<file path="src/hdl/vst_map.svh">
// vst_map.svh: offsets, field positions, reset values and timing counts
// for the voltage-id soft transient sequencer.
// assumes a 100 MHz core clock; included by bare name.
//
// How it works
// - ramp-pulse mode normally; fixed-clock pwm in soft-start, transient, overload
// - pwm held for 100 us after every id code change accepted in the run state
// - a new id code is ignored for at least 400 ns
// - dac target walks one code at a time toward the final code
// - one dac step every 0.5 us, 25 mV per step
// - at power-up the dac walks through every code up to the programmed one
// - power-good failure hidden during soft-start and after any code change
// - power-good mask lasts about 100 us from an internal counter
// - each code change clears and restarts the mask counter
// - mask held 100 us after the last dac step of a transient
// - unmasked, output good high inside -300 mV..+200 mV of target
// - ramp-pulse mode: comp above threshold sets high side, starts ramp
// - ramp-pulse mode: ramp reaching comp clears the high side request
// - disabled or undervoltage: gates low, sequencing reset, output good low
`ifndef VST_MAP_SVH
`define VST_MAP_SVH

`define VST_CLK_NS       10
`define VST_FILT_NS      400
`define VST_STEP_NS      500
`define VST_MASK_US      100
`define VST_PWM_NS       2000
`define VST_STEP_MV      25

`define VST_FILT_CYC ((`VST_FILT_NS + `VST_CLK_NS - 1) / `VST_CLK_NS)
`define VST_STEP_CYC (`VST_STEP_NS / `VST_CLK_NS)
`define VST_MASK_CYC (`VST_MASK_US * 1000 / `VST_CLK_NS)
`define VST_PWM_CYC  (`VST_PWM_NS / `VST_CLK_NS)

`define VST_START_CODE   5'h1F

`define VST_ADDR_STATUS  8'h00
`define VST_ADDR_IRQ_EN  8'h04
`define VST_ADDR_IRQ_CLR 8'h08
`define VST_ADDR_CTRL    8'h0C
`define VST_ADDR_STATE   8'h10

`define VST_EV_ACCEPT    0
`define VST_EV_SS_DONE   1
`define VST_EV_PG_FALL   2
`define VST_EV_OVL       3
`define VST_EV_N         4

`define VST_CTRL_FORCE_PWM 0
`define VST_CTRL_RESET     1'h0

`define VST_ST_TARGET_LSB  8
`define VST_ST_PWM         16
`define VST_ST_MASKED      17
`define VST_ST_GOOD        18
`define VST_ST_PG_PIN      19
`define VST_ST_STATE_LSB   20

`endif

</file>
<file path="src/hdl/vst_pkg.sv">
// vst_pkg: types shared by the sequencer files.
// assumes vst_map.svh for the numeric constants.
package vst_pkg;
	typedef logic [4:0] vst_code_t;

	typedef enum logic [1:0] {
		VST_OFF  = 2'b00,
		VST_SOFT = 2'b01,
		VST_RUN  = 2'b10
	} vst_state_e;
endpackage : vst_pkg

</file>
<file path="src/hdl/vst_pin_sync.sv">
// vst_pin_sync: three-flop input filter for asynchronous pins.
// assumes inputs may change at any time; output follows once stable.
`timescale 1ns/100ps
module vst_pin_sync #(
	parameter int W = 1
) (
	input  wire logic         clk,
	input  wire logic         rst,
	input  wire logic [W-1:0] pin,
	output logic      [W-1:0] q
);
	logic [W-1:0] s1_r;
	logic [W-1:0] s2_r;
	logic [W-1:0] s3_r;
	logic [W-1:0] q_nxt;

	// a bit moves only when the last two stages agree
	always_comb begin
		for (int i = 0; i < W; i++) begin
			q_nxt[i] = (s2_r[i] == s3_r[i]) ? s3_r[i] : q[i];
		end
	end

	always_ff @(posedge clk or posedge rst) begin
		if (rst) begin
			s1_r <= '0;
			s2_r <= '0;
			s3_r <= '0;
			q    <= '0;
		end else begin
			s1_r <= pin;
			s2_r <= s1_r;
			s3_r <= s2_r;
			q    <= q_nxt;
		end
	end
endmodule : vst_pin_sync

</file>
<file path="src/hdl/vst_sequencer.sv">
// vst_sequencer: digital control of a single-phase buck controller.
// assumes analog comparators arrive as asynchronous levels and a simple
// register port with read data one cycle after the read strobe.
`timescale 1ns/100ps
`include "vst_map.svh"
module vst_sequencer
	import vst_pkg::*;
#(
	parameter logic [13:0] MASK_CYC = 14'(`VST_MASK_CYC)
) (
	input  wire logic        clk,
	input  wire logic        rst,
	input  wire logic        enable_pin,
	input  wire logic        supply_ok,
	input  wire logic [4:0]  voltage_id_code,
	input  wire logic        overload_flag,
	input  wire logic        comp_above_thresh,
	input  wire logic        ramp_reached_comp,
	input  wire logic        vout_above_low,
	input  wire logic        vout_below_high,
	input  wire logic        output_good_in,
	output logic             output_good_out,
	output logic             output_good_oe_n,
	output logic             high_side_gate_request,
	output logic             low_side_gate_request,
	output logic             ramp_start,
	output logic             ramp_pulse_mode,
	output vst_code_t        dac_code,
	input  wire logic [7:0]  reg_addr,
	input  wire logic [31:0] reg_wdata,
	input  wire logic        reg_wr,
	input  wire logic        reg_rd,
	output logic      [31:0] reg_rdata,
	output logic             irq
);
	localparam logic [5:0] FILT_CYC = 6'(`VST_FILT_CYC);
	localparam logic [5:0] STEP_CYC = 6'(`VST_STEP_CYC);
	localparam logic [7:0] PWM_CYC  = 8'(`VST_PWM_CYC);

	// synchronised pins
	logic [12:0] pins_s;
	logic        en_s;
	logic        vcc_s;
	vst_code_t   code_s;
	logic        ovl_s;
	logic        comp_hi_s;
	logic        ramp_hit_s;
	logic        lo_ok_s;
	logic        hi_ok_s;
	logic        pg_pin_s;

	vst_pin_sync #(
		.W (13)
	) u_sync (
		.clk (clk),
		.rst (rst),
		.pin ({output_good_in, vout_below_high, vout_above_low,
		       ramp_reached_comp, comp_above_thresh, overload_flag,
		       voltage_id_code, supply_ok, enable_pin}),
		.q   (pins_s)
	);

	assign en_s       = pins_s[0];
	assign vcc_s      = pins_s[1];
	assign code_s     = pins_s[6:2];
	assign ovl_s      = pins_s[7];
	assign comp_hi_s  = pins_s[8];
	assign ramp_hit_s = pins_s[9];
	assign lo_ok_s    = pins_s[10];
	assign hi_ok_s    = pins_s[11];
	assign pg_pin_s   = pins_s[12];

	logic chip_on;
	assign chip_on = en_s & vcc_s;

	// code filter
	vst_code_t  last_r;
	vst_code_t  last_nxt;
	vst_code_t  target_r;
	vst_code_t  target_nxt;
	logic [5:0] filt_r;
	logic [5:0] filt_nxt;
	logic       accept;

	always_comb begin
		last_nxt   = last_r;
		filt_nxt   = filt_r;
		target_nxt = target_r;
		accept     = 1'b0;
		if (code_s != last_r) begin
			// skewed bits keep restarting the wait
			last_nxt = code_s;
			filt_nxt = FILT_CYC;
		end else if (filt_r != 6'h00) begin
			filt_nxt = filt_r - 6'h01;
			if (filt_r == 6'h01 && last_r != target_r) begin
				target_nxt = last_r;
				accept     = chip_on;
			end
		end
	end

	always_ff @(posedge clk or posedge rst) begin
		if (rst) begin
			last_r   <= 5'h00;
			filt_r   <= 6'h00;
			target_r <= 5'h00;
		end else begin
			last_r   <= last_nxt;
			filt_r   <= filt_nxt;
			target_r <= target_nxt;
		end
	end

	// sequencing: soft-start, dac walk, mask and pwm window
	vst_state_e  state_r;
	vst_state_e  state_nxt;
	vst_code_t   dac_nxt;
	logic [5:0]  step_r;
	logic [5:0]  step_nxt;
	logic [13:0] mask_r;
	logic [13:0] mask_nxt;
	logic [13:0] win_r;
	logic [13:0] win_nxt;
	logic        step_ev;
	logic        ss_done;

	always_comb begin
		state_nxt = state_r;
		dac_nxt   = dac_code;
		step_nxt  = step_r;
		mask_nxt  = (mask_r != 14'h0000) ? mask_r - 14'h0001 : mask_r;
		win_nxt   = (win_r != 14'h0000) ? win_r - 14'h0001 : win_r;
		step_ev   = 1'b0;
		ss_done   = 1'b0;
		if (state_r != VST_OFF && dac_code != target_r) begin
			if (step_r == 6'h00) begin
				step_ev  = 1'b1;
				step_nxt = STEP_CYC - 6'h01;
				// larger code is lower voltage
				if (target_r > dac_code)
					dac_nxt = dac_code + 5'h01;
				else
					dac_nxt = dac_code - 5'h01;
			end else begin
				step_nxt = step_r - 6'h01;
			end
		end else begin
			step_nxt = STEP_CYC - 6'h01;
		end
		unique case (state_r)
			VST_OFF: begin
				dac_nxt  = `VST_START_CODE;
				mask_nxt = 14'h0000;
				win_nxt  = 14'h0000;
				if (chip_on)
					state_nxt = VST_SOFT;
			end
			VST_SOFT: begin
				if (dac_code == target_r) begin
					state_nxt = VST_RUN;
					ss_done   = 1'b1;
					mask_nxt  = MASK_CYC;
				end
			end
			VST_RUN: begin
				if (accept || step_ev) begin
					mask_nxt = MASK_CYC;
					win_nxt  = MASK_CYC;
				end
			end
			default: state_nxt = VST_OFF;
		endcase
		if (!chip_on)
			state_nxt = VST_OFF;
	end

	always_ff @(posedge clk or posedge rst) begin
		if (rst) begin
			state_r  <= VST_OFF;
			dac_code <= `VST_START_CODE;
			step_r   <= 6'h00;
			mask_r   <= 14'h0000;
			win_r    <= 14'h0000;
		end else begin
			state_r  <= state_nxt;
			dac_code <= dac_nxt;
			step_r   <= step_nxt;
			mask_r   <= mask_nxt;
			win_r    <= win_nxt;
		end
	end

	// power good and mode
	logic ctrl_r;
	logic ctrl_nxt;
	logic masked;
	logic pwm_mode;
	logic good_r;
	logic good_nxt;
	logic pg_fall;

	assign masked = (state_r == VST_SOFT) || (mask_r != 14'h0000);
	assign pwm_mode = ctrl_r || state_r == VST_SOFT || win_r != 14'h0000
	                  || dac_code != target_r || ovl_s;

	always_comb begin
		good_nxt = good_r;
		if (state_r != VST_RUN)
			good_nxt = 1'b0;
		else if (!masked)
			good_nxt = lo_ok_s & hi_ok_s;
		pg_fall = good_r & ~good_nxt;
	end

	always_ff @(posedge clk or posedge rst) begin
		if (rst)
			good_r <= 1'b0;
		else
			good_r <= good_nxt;
	end

	// open-drain: pull low unless good
	assign output_good_out  = 1'b0;
	assign output_good_oe_n = good_r;

	// gate requests
	logic [7:0] per_r;
	logic [7:0] per_nxt;
	logic       hs_nxt;
	logic       ls_nxt;
	logic       rs_nxt;
	logic       rpm_nxt;

	always_comb begin
		per_nxt = (per_r == 8'h00) ? PWM_CYC - 8'h01 : per_r - 8'h01;
		hs_nxt  = high_side_gate_request;
		rs_nxt  = 1'b0;
		if (state_r == VST_OFF) begin
			hs_nxt = 1'b0;
		end else if (high_side_gate_request) begin
			if (ramp_hit_s)
				hs_nxt = 1'b0;
		end else if (pwm_mode ? per_r == 8'h00 : comp_hi_s) begin
			hs_nxt = 1'b1;
			rs_nxt = 1'b1;
		end
		ls_nxt  = (state_r != VST_OFF) & ~hs_nxt;
		rpm_nxt = (state_r != VST_OFF) & ~pwm_mode;
	end

	always_ff @(posedge clk or posedge rst) begin
		if (rst) begin
			per_r                  <= 8'h00;
			high_side_gate_request <= 1'b0;
			low_side_gate_request  <= 1'b0;
			ramp_start             <= 1'b0;
			ramp_pulse_mode        <= 1'b0;
		end else begin
			per_r                  <= per_nxt;
			high_side_gate_request <= hs_nxt;
			low_side_gate_request  <= ls_nxt;
			ramp_start             <= rs_nxt;
			ramp_pulse_mode        <= rpm_nxt;
		end
	end

	// registers and interrupt
	logic                 ovl_d_r;
	logic [`VST_EV_N-1:0] ev;
	logic [`VST_EV_N-1:0] stat_r;
	logic [`VST_EV_N-1:0] stat_nxt;
	logic [`VST_EV_N-1:0] ien_r;
	logic [`VST_EV_N-1:0] ien_nxt;
	logic [`VST_EV_N-1:0] clr;
	logic [31:0]          rd_nxt;

	always_comb begin
		ev                    = '0;
		ev[`VST_EV_ACCEPT]    = accept;
		ev[`VST_EV_SS_DONE]   = ss_done;
		ev[`VST_EV_PG_FALL]   = pg_fall;
		ev[`VST_EV_OVL]       = ovl_s & ~ovl_d_r & (state_r != VST_OFF);
		clr = '0;
		if (reg_wr && reg_addr == `VST_ADDR_IRQ_CLR)
			clr = reg_wdata[`VST_EV_N-1:0];
		// a new event beats a clear in the same cycle
		stat_nxt = (stat_r & ~clr) | ev;
		ien_nxt  = ien_r;
		ctrl_nxt = ctrl_r;
		if (reg_wr && reg_addr == `VST_ADDR_IRQ_EN)
			ien_nxt = reg_wdata[`VST_EV_N-1:0];
		if (reg_wr && reg_addr == `VST_ADDR_CTRL)
			ctrl_nxt = reg_wdata[`VST_CTRL_FORCE_PWM];
		rd_nxt = 32'h0000_0000;
		if (reg_rd) begin
			unique case (reg_addr)
				`VST_ADDR_STATUS: rd_nxt[`VST_EV_N-1:0] = stat_r;
				`VST_ADDR_IRQ_EN: rd_nxt[`VST_EV_N-1:0] = ien_r;
				`VST_ADDR_CTRL:   rd_nxt[`VST_CTRL_FORCE_PWM] = ctrl_r;
				`VST_ADDR_STATE: begin
					rd_nxt[4:0] = dac_code;
					rd_nxt[`VST_ST_TARGET_LSB +: 5] = target_r;
					rd_nxt[`VST_ST_PWM]    = pwm_mode;
					rd_nxt[`VST_ST_MASKED] = masked;
					rd_nxt[`VST_ST_GOOD]   = good_r;
					rd_nxt[`VST_ST_PG_PIN] = pg_pin_s;
					rd_nxt[`VST_ST_STATE_LSB +: 2] = state_r;
				end
				default: rd_nxt = 32'h0000_0000;
			endcase
		end
	end

	always_ff @(posedge clk or posedge rst) begin
		if (rst) begin
			ovl_d_r   <= 1'b0;
			stat_r    <= '0;
			ien_r     <= '0;
			ctrl_r    <= `VST_CTRL_RESET;
			reg_rdata <= 32'h0000_0000;
		end else begin
			ovl_d_r   <= ovl_s;
			stat_r    <= stat_nxt;
			ien_r     <= ien_nxt;
			ctrl_r    <= ctrl_nxt;
			reg_rdata <= rd_nxt;
		end
	end

	assign irq = |(stat_r & ien_r);
endmodule : vst_sequencer

</file>
<file path="config.mk">
export PLATFORM = sky130hd
export DESIGN_NAME = vst_sequencer
export DESIGN_NICKNAME = d
export VERILOG_FILES = /design/src/hdl/vst_pkg.sv /design/src/hdl/vst_pin_sync.sv /design/src/hdl/vst_sequencer.sv
export VERILOG_INCLUDE_DIRS = /design/src /design/src/hdl
export SDC_FILE = /design/constraint.sdc
export NUM_CORES = 1
export LEC_CHECK = 0
export BUFFER_PORTS_ARGS = -buffer_cell sky130_fd_sc_hd__clkbuf_2
export CAP_MARGIN = 20
export CORE_MARGIN = 5
export CORE_UTILIZATION = 30
export DETAILED_ROUTE_END_ITERATION = 10
export RECOVER_POWER = 25
export REMOVE_ABC_BUFFERS = 1
export SYNTH_ARGS = -nofsm -noshare
export SYNTH_HDL_FRONTEND = slang
export SYNTH_SLANG_ARGS = --single-unit
</file>
<file path="constraint.sdc">
create_clock -name clk -period 13.6 [get_ports clk]
set_input_delay 2.04 -clock clk [delete_from_list [all_inputs] [get_ports clk]]
set_output_delay 2.04 -clock clk [all_outputs]
set_load 0.005 [all_outputs]
</file>
* Word-level counts from Yosys, hierarchy flattened
Cells that the tools add are included.
** Storage, ports and cells
- Flip-flop bits (word level) :: 164
- Bits in latches :: 0
- Bits in writable memories :: 0
- Memory bits (read-only) :: 0
- Word-level logic and storage cells :: 154
- Memories kept :: 0
** Operators by class
- Add/sub/neg operators :: 7
- Multipliers :: 0
- Div/mod/pow operators :: 0
- $lt $le $gt $ge :: 1
- Eq/ne operators :: 27
- Shift-type cells :: 0
- Multiplexer cells :: 42
- Bitwise logic cells :: 16
- Reductions and logical operators :: 26
** Operator list (count)
- 2-to-1 mux 14 bit :: 5
- case mux 14 bit (3 select lines) :: 1
- 2-to-1 mux 6 bit :: 5
- case mux 14 bit (2 select lines) :: 1
- nonzero test 14 bit :: 2
- subtractor 14 x 1 -> 14 bit, second input constant :: 2
- 2-to-1 mux 5 bit :: 5
- 2-to-1 mux 22 bit :: 1
- 2-to-1 mux 1 bit :: 17
- == test 8 x 4 -> 1 bit, second input constant :: 2
- logical NOT 8 bit :: 2
- != test 5 bit :: 3
- == test 1 bit :: 13
- subtractor 6 x 1 -> 6 bit, second input constant :: 2
- case mux 3 bit (3 select lines) :: 1
- AND 4 bit :: 2
- == test 8 x 3 -> 1 bit, second input constant :: 1
- == test 8 x 5 -> 1 bit, second input constant :: 1
- 2-to-1 mux 8 bit :: 1
- nonzero test 2 bit :: 4
- subtractor 8 x 1 -> 8 bit, second input constant :: 1
- AND 1 bit :: 7
- == test 6 x 1 -> 1 bit, second input constant :: 1
- logical NOT 6 bit :: 1
- 22 further kinds :: 38

* Depth between registers and ports, before layout
Gate-level depths: netlist (run 1).
- Depth in word-level cells :: 11
- Gate-level depth with buffers :: 13

* Cells and area by module
Synthesis (run 1) repeated with hierarchy kept, for this count alone.
** Unflattened totals
- Cells, all modules :: 573
- Area total of the unflattened synthesis :: 6515.0 um^2
** Modules (own cells, without submodules)
- vst_sequencer :: times used 1, cells each 507, area each 5063.6 um^2, seq. area each 2408.6 um^2
- vst_pin_sync :: times used 1, cells each 66, area each 1451.4 um^2, seq. area each 1301.2 um^2

* Worst setup path after synthesis (run 1)
No wires, ideal clock.
- Path kind :: input-to-reg
- From :: in reg_addr[1]
- To :: reg ien_r[0]
- Library setup time :: 0.128 ns
- Arrival :: 3.522 ns
- Data required time :: 13.472 ns
- Setup slack :: 9.950 ns
- Stages :: 5
- Cell sequence :: or4_1 > nor3_1 > and3b_1 > nand2_1 > mux2_1
** On the way
- Longest elaborated chain between the ends :: 2
** Ends and longest elaborated chain
- start: declaration :: line vst_sequencer.sv:29 : input wire logic [7:0] reg_addr,
- == test 8 x 3 -> 1 bit
- logical AND 1 bit (no source line)
- end signal: assignment :: line vst_sequencer.sv:325 : ien_r <= ien_nxt;
- end: declaration :: line vst_sequencer.sv:273 : logic [`VST_EV_N-1:0] ien_r;
No other way between the ends.
A chain may end at the register's enable or synchronous reset.

* Worst setup path after layout (run 1)
- From :: in reg_addr[1]
- To :: reg reg_rdata[17]
** On the way
- Longest elaborated chain between the ends :: 3
** Ends and longest elaborated chain
- == test 8 x 5 -> 1 bit :: line vst_sequencer.sv:297 : unique case (reg_addr)
- 2-to-1 mux 6 bit :: line vst_sequencer.sv:297
- 2-to-1 mux 22 bit :: line vst_sequencer.sv:296 : if (reg_rd) begin
- via rd_nxt[17] :: line vst_sequencer.sv:276 : logic [31:0] rd_nxt;
- end signal: assignment :: line vst_sequencer.sv:327 : reg_rdata <= rd_nxt;
- end: declaration :: line vst_sequencer.sv:33 : output logic [31:0] reg_rdata,
The timed path passes the listed nets, and every way through them passes these cells.

==> results.py, run 1 <==
metrics = {
    "global_routing": {
        "antenna_found_initial": 0,
        "grt_overflow": 0,
        "grt_first_pass_wirelength_um": 22200,
        "grt_pass1_vias": 4363,
        "grt_usage_pct": 11.3,
        "grt_max_degree": 95,
    },
    "detailed_routing": {
        "num_vias": 4417,
        "avgViaCountPerCell": 4.70,
        "drc": 0,
        "firstDrtPassIters": 4,
        "wirelength_um": 13100,
        "initialDrtViolationCount": 227,
        "routedWlPerCell_um": 13.9,
        "ant_nets": 0,
    },
    "clocking": {
        "clockBufferDepth": 2,
        "numCtsBuffers": 17,
        "clock_sinks": 148,
        "htree_num_levels": 4,
        "clkLatencyLatePin_ns": 0.42,
        "ctsHoldBuffers": 0,
        "cts_setup_buffers": 0,
        "postCtsResizedCells": 0,
        "clkSlewWorstSetupHoldPaths_ns": 0.06,
        "root_buffer": "clkbuf_16",
        "cts_tree": "yes",
    },
    "setup_path": {
        "slowest_delay_ns": 0.55,
        "endpoint_kind": "flop",
        "crit_chain": "clkbuf_2 -> or4_1 -> nor4_2 -> nand3_1 -> a21oi_1",
        "cp_slowest_cell": "or4_1",
        "cp.arrival_ns": 3.88,
        "critical_path_class": "in -> reg",
        "crit_path_max_fanout": 6,
        "path_delay_family": "simple AND/OR/NAND/NOR gates",
        "crit_buf_inv": 1,
        "startpoint_type": "primary input",
        "crit_required_ns": 13.90,
    },
    "power": {
        "ir_drop_v": 0.0000917,
        "p_total_mw": 1.45,
        "internal_power_mw": 0.951,
        "pwr-share-seq_pct": 36.7,
        "switching_share_pct": 34.3,
        "clock_power_share_pct": 30.6,
        "leakage_nw": 3.46,
        "comb_power_share_pct": 32.6,
        "switchingPower_mw": 0.497,
        "power.density_nw_per_um2": 190,
    },
    "place": {
        "gp_congestion": 0.801,
        "hpwl_um": 9150,
        "io_buffer_count": 55,
    },
    "synthesis": {
        "yosys_warnings": 0,
        "postSynthCellCount": 587,
        "yosysTopAreaCell": "dfrtp_1",
        "seq_area_frac_synth_pct": 56.7,
        "yosysMostFrequentCell": "dfrtp_1",
        "postSynthAreaPerCell_sq_um": 11.1,
        "synthArstFlopShare_pct": 100,
        "ys_ff_latch": 148,
        "synth_top_area_share_pct": 54.7,
        "synth-main-ff-cell": "dfrtp_1",
        "synth_edf_count": 0,
        "synth_area_leaders": "dfrtp_1 (55%), xnor2_1 (3.2%), ha_1 (3.1%), a21oi_1 (2.8%), nor2_1 (2.8%)",
        "synth_commonest_cells": "dfrtp_1 (143), nor2_1 (49), nand2_1 (40)",
        "synth_cell_types": 65,
        "synth_area_sq_um": 6540,
    },
    "job": {
        "maxCapViolCount": 0,
    },
    "floorplanning": {
        "start_util_pct": 30.3,
        "die_w_um": 158,
        "core_sq_um": 21600,
        "row_count": 54,
        "die_area_sq_um": 24900,
        "pin_count": 101,
        "dieHeight_um": 158,
    },
    "finish": {
        "area_growth_pct": 16.6,
        "fin_nets": 721,
        "nFillCells": 2197,
        "drive_gt1_share_pct": 17.6,
        "antennaDiodeCount": 0,
    },
    "timing": {
        "grt_setup_unrepaired": "false",
        "slew_viol_final": 0,
        "setup_violations": 0,
        "max_freq_mhz": 279,
        "finalHoldViolCount": 0,
        "fin_crit_ns": 3.59,
        "fin_setup_tns_ns": 0,
        "slew_headroom_pct": 35.8,
        "fin_crit_sh_pct": 26.4,
        "worstMarginPinSlew_ns": 0.958,
        "skew_ns": 0.0100,
    },
    "min_path": {
        "hp-class": "reg -> reg",
    },
    "outcome": {
        "outcome": "complete, no violations",
    },
}
==> kinds of logic (layout without fill, tap and decap cells) <==
group | Yosys count | after routing | share of synthesized area, %
and+or+nand+nor | 197 | 197 | 16.1
DFF | 148 | 148 | 56.7
AOI/OAI and AO/OA | 98 | 98 | 9.43
buffers and inverters | 59 | 115 | 4.42
adders and majority gates | 30 | 30 | 5.35
xor gates and xnor gates | 30 | 30 | 4.02
muxes | 24 | 24 | 3.96
other | 1 | 17 | 0.0573
==> path summary, 6_finish.rpt <==
check | from | endpoint | slack, ns | cells past startpoint
min in group asynchronous | rst | u_sync.s1_r[7]$_DFF_PP0_ | 1.79 | 2
max in group asynchronous | rst | low_side_gate_request$_DFF_PP0_ | 10.60 | 3
worst max-delay path | reg_addr[1] | reg_rdata[17]$_DFF_PP0_ | 10.01 | 5
worst min-delay path | u_sync.s1_r[10]$_DFF_PP0_ | u_sync.s2_r[10]$_DFF_PP0_ | 0.34 | 0
worst max register to register | dac_code[2]$_DFFE_PP1P_ | dac_code[4]$_DFFE_PP1P_ | 10.21 | 11
worst min register to register | u_sync.s1_r[10]$_DFF_PP0_ | u_sync.s2_r[10]$_DFF_PP0_ | 0.34 | 0
==> power groups by stage <==
stage	Clock [mW]	Sequential (mW)	Combinational, mW
3_3_place_gp	0	0.538	0.469
6_report	0.444	0.532	0.472
5_1_grt	0.479	0.540	0.544
3_5_place_dp	0	0.538	0.475
4_1_cts	0.457	0.532	0.477
2_1_floorplan	0	0.527	0.398
==> per-stage QoR <==
| step | worst slack [ns] | hold slack, ns | utilization [%] | instances | cell area, sq um |
|---|---|---|---|---|---|
| floorplan | 7.59 | 0.331 | - | 570 | 6410 |
| global placement | 9.60 | 0.332 | 32.7 | 908 | 7070 |
| detailed placement | 9.63 | 0.335 | 32.7 | 908 | 7070 |
| CTS | 10.07 | 0.348 | 35.3 | 939 | 7630 |
| global route | 9.87 | 0.348 | 35.3 | 939 | 7630 |
| finish | 10.01 | 0.342 | 35.3 | 939 | 7630 |
==> cells in the final DEF (no fill, tap or decap), types with 7 or more instances in the layout <==
cell type	synthesis	layout
maj3_1	13	13
xnor2_1	24	24
a21oi_1	37	37
clkbuf_2	0	55
nor4_1	10	10
nand2_1	40	40
ha_1	16	16
conb_1	1	17
or4_1	7	7
nor2_1	49	49
nor2b_1	8	8
nor3_1	22	22
nand3_1	9	9
or3_1	7	7
clkbuf_16	0	17
mux2_2	10	10
o21ai_0	15	15
and2_1	10	9
mux2i_1	9	9
inv_1	26	25
dfrtp_1	143	143
==> final cells by class <==
cell class | count | area [sq um] | share of cell area (%)
sequential | 148 | 3710 | 48.6
multi-input combinational | 396 | 2610 | 34.1
clock buffer | 18 | 439 | 5.76
tap | 280 | 350 | 4.59
inverter | 26 | 103 | 1.34
timing repair buffer | 58 | 298 | 3.90
clock inverter | 13 | 126 | 1.66
==> per-layer routing <==
metal	wire, um	share of wire [%]	vias up	global-route usage, %
met2	6120	47	89	17.0
li1	-	-	2163	-
met1	6170	47	2150	15.5
met3	618	4.7	15	3.06
met5	0	0	-	0
met4	165	1.3	0	4.18
==> registers in the layout, summed over array words and instances (netlist names), 6 cells and up <==
register     count
per_r            8
u_sync.s1_r     13
u_sync.q        13
mask_r          14
u_sync.s2_r     13
u_sync.s3_r     13
reg_rdata       16
win_r           14
step_r           6
filt_r           6
Power figures use the tool's default switching activity.
==> inputs of run 2 (changes only) <==
- ABC_AREA: unset -> 1
- clock period: 13.6 -> 3 ns (I/O delays scaled with it)
==> results.py, run 2 <==
metrics = {
    "finish": {
        "antennaDiodeCount": 0,
        "largest_reg_flops": 16,
        "nFillCells": 2424,
        "area_growth_pct": 16.6,
        "layout_common_cells": "nand2_1 (147), dfrtp_1 (143), inv_1 (89)",
        "fin_nets": 903,
        "final_cells": 1161,
        "seq_area_sq_um": 3710,
        "top_regs": "reg_rdata (16), mask_r (14), win_r (14)",
        "multi_input_area_sq_um": 2790,
        "drive_gt1_share_pct": 19.1,
        "final_common_cell": "nand2_1",
        "top_register": "reg_rdata",
    },
    "setup_path": {
        "endpoint_kind": "flop",
        "endpoint": "dac_code[4]$_DFFE_PP1P_",
        "r2r-start": "dac_code[4]$_DFFE_PP1P_",
        "crit_start": "dac_code[4]$_DFFE_PP1P_",
        "reg2regPathDepth": 13,
        "crit_path_max_fanout": 5,
        "rrSetupSlack_ns": 0.31,
        "cp.arrival_ns": 3.05,
        "r2r_end": "dac_code[4]$_DFFE_PP1P_",
        "crit_required_ns": 3.37,
        "critical_path_class": "reg -> reg",
        "startpoint_type": "flop",
    },
    "clocking": {
        "cts_setup_buffers": 0,
        "ctsHoldBuffers": 0,
        "clockBufferDepth": 2,
        "clkLatencyLatePin_ns": 0.43,
        "clkSlewWorstSetupHoldPaths_ns": 0.07,
        "htree_num_levels": 4,
        "numCtsBuffers": 17,
        "cts_tree": "yes",
        "clock_sinks": 148,
        "root_buffer": "clkbuf_16",
        "postCtsResizedCells": 0,
    },
    "power": {
        "power.density_nw_per_um2": 544,
        "leakage_nw": 4.17,
        "p_total_mw": 4.46,
        "ir_drop_v": 0.000364,
    },
    "detailed_routing": {
        "wirelength_um": 14600,
        "drc": 0,
        "avgViaCountPerCell": 4.34,
        "initialDrtViolationCount": 332,
        "routedWlPerCell_um": 12.5,
        "num_vias": 5043,
        "ant_nets": 0,
        "firstDrtPassIters": 5,
    },
    "synthesis": {
        "synth_top_area_share_pct": 50.9,
        "synth_area_leaders": "dfrtp_1 (51%), nand2_1 (7.8%), inv_1 (4.7%), nor2_1 (4.4%), nand3_1 (3.7%)",
        "synth_compound_area_share_pct": 5.39,
        "synth_adder_area_share_pct": 4.98,
        "yosysTopAreaCell": "dfrtp_1",
        "yosysMostFrequentCell": "nand2_1",
        "postSynthAreaPerCell_sq_um": 9.18,
        "seq_area_frac_synth_pct": 52.7,
        "synth-main-ff-cell": "dfrtp_1",
        "postSynthCellCount": 766,
        "synth_edf_count": 0,
        "muxShareOfSynthArea_pct": 0,
        "ys_ff_latch": 148,
        "synthArstFlopShare_pct": 100,
        "synth_top_family_by_area": "simple AND/OR/NAND/NOR gates",
        "yosys_warnings": 0,
        "synth-xor-area-share_pct": 3.86,
        "synth_simple_gate_area_share_pct": 24.5,
        "synth_area_sq_um": 7030,
        "synth_commonest_cells": "nand2_1 (147), dfrtp_1 (143), inv_1 (89)",
        "synth_cell_types": 45,
    },
    "global_routing": {
        "grt_first_pass_wirelength_um": 24900,
        "grt_pass1_vias": 4989,
        "grt_usage_pct": 11.7,
        "grt_overflow": 0,
        "antenna_found_initial": 0,
        "grt_max_degree": 54,
    },
    "timing": {
        "worstMarginPinSlew_ns": 1.97,
        "fin_setup_tns_ns": 0,
        "hold_slack_ns": 0.127,
        "fin_crit_sh_pct": 89.6,
        "max_freq_mhz": 372,
        "slew_viol_final": 51,
        "finalHoldViolCount": 0,
        "fin_crit_ns": 2.69,
        "skew_ns": 0.0148,
        "slew_headroom_pct": -31.5,
        "setup_violations": 0,
        "grt_setup_unrepaired": "false",
    },
    "floorplanning": {
        "core_sq_um": 23300,
        "start_util_pct": 30.2,
        "row_count": 56,
        "die_area_sq_um": 26600,
        "dieHeight_um": 163,
        "die_w_um": 163,
        "pin_count": 101,
    },
    "outcome": {
        "outcome": "complete, but fails checks",
        "violations": "max-capacitance violations, max-slew violations",
    },
    "place": {
        "hpwl_um": 10600,
        "io_buffer_count": 55,
        "dp.cells": 1129,
        "gp_congestion": 0.819,
    },
    "job": {
        "maxCapViolCount": 1,
    },
    "min_path": {
        "hp-class": "in -> reg",
    },
}
## run 2: changes by cell type after synthesis, sizes merged, moves of 19 or more
cell   change
nand2    +115
inv       +72
a21oi     -24
nor2      +56
nand3     +57
o21ai     +19
## run 2: logic make-up (layout without fill, tap and decap cells)
| family | Yosys count | after routing |
|---|---|---|
| xor+xnor | 31 | 31 |
| simple gates | 356 | 356 |
| fa+ha+maj | 30 | 30 |
| compound gates | 67 | 67 |
| flops | 148 | 148 |
| buf+inv | 133 | 193 |
| other cells | 1 | 17 |
## run 2: metal layers
layer / wire length [um] / up-vias / share of wire [%] / track usage, %
met5: 0 / - / 0 / 0
met3: 621 / 16 / 4.3 / 2.93
met4: 190 / 0 / 1.3 / 3.62
li1: - / 2539 / - / -
met1: 6890 / 2385 / 47 / 15.7
met2: 6860 / 103 / 47 / 18.5
## run 2: final cells by class
type	count	area share [%]
Clock buffer	17	5.19
Clock inverter	15	1.98
Inverter	99	4.53
Multi-Input combinational cell	501	34.0
Sequential cell	148	45.2
Tap cell	319	4.87
Timing Repair Buffer	62	4.15
## run 2: through the flow
stage / worst slack (ns) / instance area (sq um) / util (%)
2_1_floorplan: -1.42 / 6870 / -
3_3_place_gp: 0.357 / 7620 / 32.7
3_5_place_dp: 0.334 / 7620 / 32.7
4_1_cts: 0.309 / 8200 / 35.3
5_1_grt: 0.0928 / 8200 / 35.2
6_report: 0.313 / 8200 / 35.2
## run 2: where the power goes
group / switching (mW) / internal, mW / leakage (nW) / total, mW
logic: 0.156 / 0.0812 / 2.04 / 0.237
registers: 0.0457 / 2.07 / 1.84 / 2.11
clock network: 0.926 / 1.18 / 0.289 / 2.11
total: 1.13 / 3.33 / 4.17 / 4.46
## run 2: worst max-delay path: stages (launching register included)
cell	delay, ns
dfstp_2	0.53
inv_1	0.10
ha_1	0.32
nand2_1	0.06
nor2_1	0.18
nand2_1	0.09
nand2_1	0.18
inv_1	0.08
fa_1	0.40
o21ai_0	0.23
xor2_1	0.19
xnor2_1	0.14
o21ai_1	0.07
inv_1	0.07
## run 2: how the worst min path moves through the flow
stage	from	to	depth (start not counted)
2_1_floorplan	u_sync.s1_r[0]$_DFF_PP0_	u_sync.s2_r[0]$_DFF_PP0_	0
3_3_place_gp	u_sync.s1_r[4]$_DFF_PP0_	u_sync.s2_r[4]$_DFF_PP0_	0
3_5_place_dp	u_sync.s1_r[0]$_DFF_PP0_	u_sync.s2_r[0]$_DFF_PP0_	0
4_1_cts	rst	per_r[2]$_DFF_PP0_	2
5_1_grt	supply_ok	u_sync.s1_r[1]$_DFF_PP0_	1
6_report	supply_ok	u_sync.s1_r[1]$_DFF_PP0_	1
